## src/qls_pkg.sv

```systemverilog
// Package of constants for the quad lane static memory host controller
//
// Contract
// - Host forms wide access with lane mask
// - Host spaces addresses by read cycle time
// - Select read: enable low, address stable
// - Strobe write ends on strobe rising
// - Select write ends on first release
// - Host waits float delay before driving
package qls_pkg;
    // Geometry
    localparam int LANES     = 4;
    localparam int ADDR_W    = 19;
    localparam int LANE_W    = 8;
    localparam int DATA_W    = LANES * LANE_W;
    // Clock period in picoseconds (40 MHz)
    localparam int CLK_PS    = 25000;
    // Timing figures in picoseconds; plain defaults, no figures given
    localparam int ACCESS_PS = 20000;
    localparam int CYCLE_PS  = 20000;
    localparam int PULSE_PS  = 20000;
    localparam int FLOAT_PS  = 10000;
    // Least times round up to whole cycles, at least one; access adds one more cycle
    localparam int ACCESS_CYC = (ACCESS_PS + CLK_PS - 1) / CLK_PS + 1;
    localparam int CYCLE_CYC  = (CYCLE_PS + CLK_PS - 1) / CLK_PS;
    localparam int PULSE_CYC  = (PULSE_PS + CLK_PS - 1) / CLK_PS;
    localparam int FLOAT_CYC  = (FLOAT_PS + CLK_PS - 1) / CLK_PS;
    localparam int CNT_W      = 4;
    // Controller phases
    typedef enum logic [2:0] {
        QLS_IDLE, QLS_RD_WAIT, QLS_RD_DONE, QLS_WR_FLOAT,
        QLS_WR_PULSE, QLS_WR_END
    } qls_state_t;
endpackage

```

## src/qls_host.sv

```systemverilog
// Host controller that drives the quad lane asynchronous static memory
`timescale 1ns/1ps
module qls_host import qls_pkg::*; (
    // Clock and reset
    input  wire logic                clk_sys,
    input  wire logic                srst,
    // User request side
    input  wire logic                req_valid,
    input  wire logic                req_write,
    input  wire logic [ADDR_W-1:0]   req_addr,
    input  wire logic [LANES-1:0]    req_lanes,
    input  wire logic [DATA_W-1:0]   req_wdata,
    output logic                     req_ready,
    output logic                     rsp_valid,
    output logic [DATA_W-1:0]        rsp_rdata,
    // Memory pins
    output logic [ADDR_W-1:0]        mem_addr,
    output logic [LANES-1:0]         lane_select_n,
    output logic [LANES-1:0]         lane_write_n,
    output logic                     drive_enable_n,
    input  wire logic [DATA_W-1:0]   dq_in,
    output logic [DATA_W-1:0]        dq_out,
    output logic [LANES-1:0]         dq_oe
);
    // Refuse timing counts that the phase timer cannot reach
    if (ACCESS_CYC >= (1 << CNT_W) || CYCLE_CYC >= (1 << CNT_W) ||
        PULSE_CYC >= (1 << CNT_W) || FLOAT_CYC >= (1 << CNT_W)) begin
        $error("Timing counts too large for phase timer");
    end

    ////////////////////////////////////////////////////////////////////////
    // State registers
    qls_state_t              state_r, state_nxt;   // Phase
    logic [CNT_W-1:0]        cnt_r, cnt_nxt;       // Phase timer
    logic [LANES-1:0]        lanes_r;              // Captured lane mask
    logic                    rd_ok;                // Read delay met
    logic                    pulse_ok;             // Write pulse met
    logic                    float_ok;             // Float delay met

    assign rd_ok    = (cnt_r >= CNT_W'(ACCESS_CYC))
                      && (cnt_r >= CNT_W'(CYCLE_CYC));
    assign pulse_ok = cnt_r >= CNT_W'(PULSE_CYC);
    assign float_ok = cnt_r >= CNT_W'(FLOAT_CYC);

    ////////////////////////////////////////////////////////////////////////
    // Next state
    always_comb begin
        state_nxt = state_r;
        cnt_nxt   = cnt_r + CNT_W'(1);
        unique case (state_r)
            QLS_IDLE: begin
                cnt_nxt = '0;
                if (req_valid) begin
                    state_nxt = req_write ? QLS_WR_FLOAT : QLS_RD_WAIT;
                end
            end
            // hold select and enable past access delay
            QLS_RD_WAIT: begin
                if (rd_ok) begin
                    state_nxt = QLS_RD_DONE;
                end
            end
            QLS_RD_DONE: begin
                state_nxt = QLS_IDLE;
            end
            // wait float delay before driving data
            QLS_WR_FLOAT: begin
                if (float_ok) begin
                    state_nxt = QLS_WR_PULSE;
                    cnt_nxt   = '0;
                end
            end
            // strobe released after least pulse width
            QLS_WR_PULSE: begin
                if (pulse_ok) begin
                    state_nxt = QLS_WR_END;
                end
            end
            QLS_WR_END: begin
                state_nxt = QLS_IDLE;
            end
            default: state_nxt = QLS_IDLE;
        endcase
    end

    ////////////////////////////////////////////////////////////////////////
    // Pin and response registers
    always_ff @(posedge clk_sys) begin
        if (srst) begin
            state_r        <= QLS_IDLE;
            cnt_r          <= '0;
            lanes_r        <= '0;
            req_ready      <= 1'b0;
            rsp_valid      <= 1'b0;
            rsp_rdata      <= '0;
            mem_addr       <= '0;
            lane_select_n  <= '1;
            lane_write_n   <= '1;
            drive_enable_n <= 1'b1;
            dq_out         <= '0;
            dq_oe          <= '0;
        end else begin
            state_r   <= state_nxt;
            cnt_r     <= cnt_nxt;
            rsp_valid <= 1'b0;
            req_ready <= (state_nxt == QLS_IDLE) && !req_valid;
            unique case (state_r)
                QLS_IDLE: begin
                    if (req_valid) begin
                        lanes_r       <= req_lanes;
                        mem_addr      <= req_addr;
                        lane_select_n <= ~req_lanes;
                        dq_out        <= req_wdata;
                        // enable low on reads, high on writes, strobe high, address held
                        drive_enable_n <= req_write;
                        req_ready      <= 1'b0;
                    end
                end
                QLS_RD_WAIT: begin
                    if (rd_ok) begin
                        rsp_rdata     <= dq_in;
                        rsp_valid     <= 1'b1;
                        lane_select_n <= '1;
                        drive_enable_n <= 1'b1;
                    end
                end
                QLS_WR_FLOAT: begin
                    if (float_ok) begin
                        lane_write_n <= ~lanes_r;
                        dq_oe        <= lanes_r;
                    end
                end
                QLS_WR_PULSE: begin
                    if (pulse_ok) begin
                        lane_write_n  <= '1;
                        lane_select_n <= '1;
                    end
                end
                QLS_WR_END: begin
                    dq_oe     <= '0;
                    rsp_valid <= 1'b1;
                end
                default: ;
            endcase
        end
    end

    ////////////////////////////////////////////////////////////////////////
    // Address spacing monitor
    logic                    addr_load;            // Address taken this edge
    logic [CNT_W-1:0]        gap_r, gap_nxt;       // Cycles since last load

    // A new address is loaded when an idle phase takes a request
    assign addr_load = (state_r == QLS_IDLE) && req_valid;
    assign gap_nxt   = addr_load     ? '0 :
                       (gap_r == '1) ? gap_r :
                                       gap_r + CNT_W'(1);

    // Saturating gap counter, parked at its ceiling after reset
    always_ff @(posedge clk_sys) begin
        if (srst) begin
            gap_r <= '1;
        end else begin
            gap_r <= gap_nxt;
        end
    end
endmodule

```

## config.mk

```make
export PLATFORM = sky130hd
export DESIGN_NAME = qls_host
export DESIGN_NICKNAME = d
export VERILOG_FILES = /design/src/qls_pkg.sv /design/src/qls_host.sv
export SDC_FILE = /design/constraint.sdc
export NUM_CORES = 1
export LEC_CHECK = 0
export BUFFER_PORTS_ARGS = -buffer_cell sky130_fd_sc_hd__clkbuf_2
export CAP_MARGIN = 20
export CORE_MARGIN = 5
export CORE_UTILIZATION = 48
export CTS_BUF_LIST = sky130_fd_sc_hd__clkbuf_8
export DETAILED_ROUTE_END_ITERATION = 12
export PLACE_DENSITY = 0.89
export SYNTH_ARGS = -nofsm -noshare
export SYNTH_HDL_FRONTEND = slang
export SYNTH_SLANG_ARGS = --single-unit
```

## constraint.sdc

```tcl
create_clock -name clk_sys -period 2 [get_ports clk_sys]
set_input_delay 0.6 -clock clk_sys [delete_from_list [all_inputs] [get_ports clk_sys]]
set_output_delay 0.6 -clock clk_sys [all_outputs]
set_load 0.1 [all_outputs]
```

==> results of run 1 <==
==> sequential cells by signal, indices dropped and copies added (netlist names) <==
| name | flops |
|---|---|
| req_ready | 1 |
| lane_write_n | 4 |
| rsp_rdata | 32 |
| rsp_valid | 1 |
| lanes_r | 4 |
| dq_oe | 4 |
| cnt_r | 4 |
| drive_enable_n | 1 |
| mem_addr | 19 |
| lane_select_n | 4 |
| state_r | 3 |
| dq_out | 32 |
==> power by group through the flow <==
stage	Sequential, W	Combinational, W	Clock, W
after global placement	0.00238	0.00122	0
after detailed placement	0.00238	0.00124	0
final	0.00233	0.00124	0.00165
after floorplan	0.00301	0.000347	0
after global routing	0.00235	0.00132	0.00179
after CTS	0.00233	0.00125	0.00169
==> synthesized netlist by cell type, drive strengths merged <==
master and count:
nor2 16, nand3b 1, nand3 33, inv 5
or4b 2, buf 12, o21a 1, nand2 112
a211oi 2, nand2b 6, o21bai 2, xor2 1
dfxtp 109, and4bb 1, ha 4, a22oi 1
o2bb2ai 4, clkbuf 25, a211o 1, a21oi 92
xnor2 2, a311oi 1, o21ai 35, or3b 1
a21o 2, nor2b 1, nor4b 2, a2bb2oi 4
mux2i 4, nor3b 1
==> metrics by stage <==
step | std cells | worst slack [ps] | total power, W | hold WS (ps) | utilization
3_3_place_gp | 752 | 186 | 0.00360 | 441 | 0.620
4_1_cts | 768 | 22.0 | 0.00527 | 409 | 0.652
5_1_grt | 768 | 15.6 | 0.00546 | 410 | 0.652
6_report | 768 | 115 | 0.00523 | 428 | 0.652
2_1_floorplan | 483 | 258 | 0.00336 | 445 | -
3_5_place_dp | 752 | 104 | 0.00363 | 446 | 0.620
==> final timing paths <==
path,end,from,slack (ps),cells after the start
setup / recovery,req_ready,cnt_r[1],120,6
hold / removal,lane_select_n[0],req_lanes[0],430,2
setup reg to reg,req_ready,cnt_r[1],120,6
hold reg to reg,dq_out[9],dq_out[9],460,2
==> layer usage <==
layer / global-route usage / up-vias / routed length (um)
met4: 0.0505 / 0 / 155
met5: 0 / - / 0
li1: - / 1985 / -
met3: 0.0730 / 15 / 1120
met2: 0.387 / 151 / 5590
met1: 0.231 / 1876 / 4390
==> final cells by class <==
type,instances,area [um^2]
timing repair buffer,201,1080
tap,105,131
sequential,109,2180
multi-input combinational,332,1710
fill,704,2870
clock buffer,9,124
clock inverter,7,143
inverter,5,18.8
==> worst register-to-register path, stage by stage (launching register included) <==
cell,delay (ps)
dfxtp_2,380
inv_1,60
ha_1,230
or4b_1,600
o21ai_1,200
a211oi_1,80
and4bb_2,240
==> cell families (layout without fill, tap and decap cells) <==
family	after synthesis	count (layout)
buffers and inverters	42	222
adders and majority gates	4	4
DFF	109	109
AOI/OAI and AO/OA	145	145
muxes	4	4
xor gates and xnor gates	3	3
and+or+nand+nor	176	176
==> results.yml, run 1 <==
synth:
  synth_top_family_by_area: "simple AND/OR/NAND/NOR gates"
  synth_area_leaders: "dfxtp_1, a21oi_1, nand2_1, o21ai_0, nand3_1"
  yosysWarnings: 0
  synth_cell_type_count: 36
  syn-num-nets: 578
  avgSynthCellArea_um2: 8.45
  ys_seq_area_frac: 0.535
  synthMuxAreaShare: 0.00981
  yosysTopAreaCell: "dfxtp_1"
  ys_ff_latch: 109
  synth_simple_gate_area_share: 0.196
  syn_inst: 483
  synthXorXnorAreaFrac: 0.00644
  synthAdderAreaFrac: 0.0123
  synth_compound_area_frac: 0.192
  synth_top_area_frac: 0.535
  netlist_area_um2: 4080
power:
  p_clk_frac: 0.316
  ir_drop_mv: 0.477
  switching_share: 0.349
  cell_internal_pwr_w: 0.00340
  leakagePower_nw: 2.36
  power_frac_comb: 0.238
  switching_power_w: 0.00183
  p_seq_frac: 0.447
  power_density_nw_per_um2: 971
timing:
  worst_clock_skew_ps: 13.0
  tightest_slew_ps: 569
  layout_min_cycle_time_ps: 1880
  hold_violations: 0
  rsz0062_at_grt: "no"
  post-route-period-util: 0.942
  setup_tns_ps: 0
  clock.fmax_ghz: 0.531
  slew_headroom: 0.622
  drv_slew: 0
  setup_viol: 0
place:
  dpl_cell_area_um2: 5120
  gp_congestion: 0.827
  place.detailed.hpwl_mm: 8.43
  numPortBuffers: 188
clocking:
  cts_max_level: 3
  path_clk_slew_ps: 100
  cts_sinks: 109
  root_buffer: "clkbuf_8"
  clockBufferDepth: 2
  cts_buffers: 9
  postCtsResizedCells: 0
  insertion_delay_ps: 370
  cts_tree: "yes"
  postCtsSetupBuffers: 0
  ctsHoldBuffers: 0
min_path:
  min_path_type: "input pin to flip-flop"
detailed_routing:
  vias_per_cell: 5.24
  dr.first_iter.drc_count: 128
  drc_errors: 0
  firstDrtPassIters: 4
  wl_per_cell_um: 14.6
  drt-total-wl_mm: 11.2
  ant_nets: 0
  vias: 4027
floorplanning:
  fp.dieH_um: 102
  die_area_um2: 10400
  io-pin-count: 189
  core_area_um2: 8260
  start_util: 0.494
  std_cell_rows: 33
  die-width_um: 102
final_layout:
  final_common_cell: "clkbuf_2"
  num-nets-final: 753
  antenna_cells: 0
  fin_area_um2: 5390
  area_growth_pct: 32.0
  final_cell_mix: "clkbuf_2, nand2_1, dfxtp_1, a21oi_1"
  drive_gt1_frac: 0.342
setup_path:
  crit_path_start_kind: "flip-flop"
  cp_max_fo: 5
  cpMaxStageDelayCell: "or4b_1"
  crit_buf_inv: 1
  required_ps: 2260
  crit_arrival_ps: 2140
  crit_type: "flip-flop to flip-flop"
  slowest_delay_ps: 600
  crit_path_cell_trace: "inv_1, ha_1, or4b_1, o21ai_1, a211oi_1, and4bb_2"
  setup.worst_path.end_class: "flip-flop"
  crit_family: "simple AND/OR/NAND/NOR gates"
flow_run:
  drv_cap: 0
outcome:
  status: "complete, no violations"
global_routing:
  grt.overflow.total: 0
  track_usage: 0.210
  grt_max_degree: 45
  antenna_found_initial: 0
  grt_first_pass_wirelength_mm: 17.8
  grt_pass1_vias: 3959
Power figures use the tool's default switching activity.
==> inputs of run 2 (changes only) <==
--- a/config.mk
+++ b/config.mk
@@ -8,10 +8,10 @@
 export BUFFER_PORTS_ARGS = -buffer_cell sky130_fd_sc_hd__clkbuf_2
 export CAP_MARGIN = 20
 export CORE_MARGIN = 5
-export CORE_UTILIZATION = 48
+export CORE_UTILIZATION = 40
 export CTS_BUF_LIST = sky130_fd_sc_hd__clkbuf_8
 export DETAILED_ROUTE_END_ITERATION = 12
-export PLACE_DENSITY = 0.89
+export PLACE_DENSITY = 0.77
 export SYNTH_ARGS = -nofsm -noshare
 export SYNTH_HDL_FRONTEND = slang
 export SYNTH_SLANG_ARGS = --single-unit
==> results.yml, run 2 (synthesized netlist as in run 1, its figures left out) <==
clocking:
  insertion_delay_ps: 370
  cts_sinks: 109
  ctsHoldBuffers: 0
  cts_max_level: 3
  cts_buffers: 9
  cts_tree: "yes"
  path_clk_slew_ps: 110
  root_buffer: "clkbuf_8"
  postCtsSetupBuffers: 0
  postCtsResizedCells: 0
  clockBufferDepth: 2
final_layout:
  drive_gt1_frac: 0.339
  num-nets-final: 751
  fillers: 934
  seq_area_um2: 2180
  final_common_cell: "clkbuf_2"
  final_cells: 794
  top_regs: "dq_out (32), rsp_rdata (32), mem_addr (19)"
  multiInputGateArea_um2: 1710
  fin_area_um2: 5380
  area_growth_pct: 31.7
  final_cell_mix: "clkbuf_2, nand2_1, dfxtp_1, a21oi_1, o21ai_0"
  antenna_cells: 0
global_routing:
  grt_max_degree: 53
  grt.overflow.total: 0
  track_usage: 0.180
  grt_pass1_vias: 3902
  antenna_found_initial: 0
  grt_first_pass_wirelength_mm: 18.7
timing:
  clock.fmax_ghz: 0.535
  layout_min_cycle_time_ps: 1870
  drv_slew: 0
  setup_viol: 0
  slew_headroom: 0.610
  tightest_slew_ps: 588
  rsz0062_at_grt: "no"
  hold_violations: 0
  worst_clock_skew_ps: 19.0
  post-route-period-util: 0.935
  setup_ws_ps: 129
  setup_tns_ps: 0
setup_path:
  crit_path_cell_trace: "inv_1, ha_1, or4b_1, a211o_1, a2bb2oi_1"
  crit_type: "flip-flop to flip-flop"
  critical_path.startpoint: "cnt_r[1]"
  slowest_delay_ps: 550
  setup.worst_path.end_class: "flip-flop"
  crit_path_start_kind: "flip-flop"
  crit_arrival_ps: 2120
  required_ps: 2250
  cpMaxStageDelayCell: "or4b_1"
  reg2reg_from: "cnt_r[1]"
  cp_max_fo: 5
min_path:
  hold_path_startpoint: "req_lanes[2]"
  min_path_type: "input pin to flip-flop"
power:
  ir_drop_mv: 0.369
  finalPower_w: 0.00508
  leakagePower_nw: 2.34
  power_density_nw_per_um2: 946
place:
  place_inst: 778
  gp_congestion: 0.877
  place.detailed.hpwl_mm: 8.42
  dpl_cell_area_um2: 5140
  pre_cts_ws_ps: 130
  numPortBuffers: 188
detailed_routing:
  firstDrtPassIters: 5
  vias: 3979
  drc_errors: 0
  vias_per_cell: 5.01
  drt-total-wl_mm: 11.4
  ant_nets: 0
  wl_per_cell_um: 14.3
  dr.first_iter.drc_count: 269
floorplanning:
  std_cell_rows: 36
  die-width_um: 111
  core_area_um2: 9860
  fp.dieH_um: 111
  die_area_um2: 12300
  io-pin-count: 189
  start_util: 0.414
outcome:
  status: "complete, no violations"
flow_run:
  drv_cap: 0
==> run 2: worst max-delay path: cells and delay by family, from the launching register on <==
family,cells,cell delay [ps]
and+or+nand+nor,1,550
DFF,1,410
buffers and inverters,1,80
AOI/OAI and AO/OA,2,490
adders and majority gates,1,230
==> run 2: final timing paths <==
kind	endpoint	slack, ps	depth (start not counted)
min	lane_select_n[2]	430	2
max reg2reg	lane_select_n[0]	130	5
max	lane_select_n[0]	130	5
min reg2reg	dq_out[3]	460	2
==> run 2: report_power, final <==
group / internal [W] / switching (W)
sequential: 0.00227 / 0.0000662
combinational: 0.000259 / 0.000974
clock: 0.000736 / 0.000776
total: 0.00327 / 0.00182
==> run 2: final cells by class <==
class                      instances  area share
sequential                       109       0.406
timing repair buffer             199       0.197
inverter                           5     0.00349
clock buffer                       9      0.0230
tap                              133      0.0310
multi-input combinational        332       0.318
clock inverter                     7      0.0212
==> run 2: layer usage <==
layer,wire length [um],track usage,vias up
met3,1010,0.0611,11
met1,4850,0.218,1812
met2,5360,0.300,173
met5,0,0,-
li1,-,-,1983
met4,153,0.0584,0
==> run 2: per-stage QoR <==
step                hold slack (ps)  utilization
floorplan                       445            -
global placement                440        0.521
detailed placement              449        0.521
CTS                             409        0.545
global route                    416        0.545
finish                          433        0.545
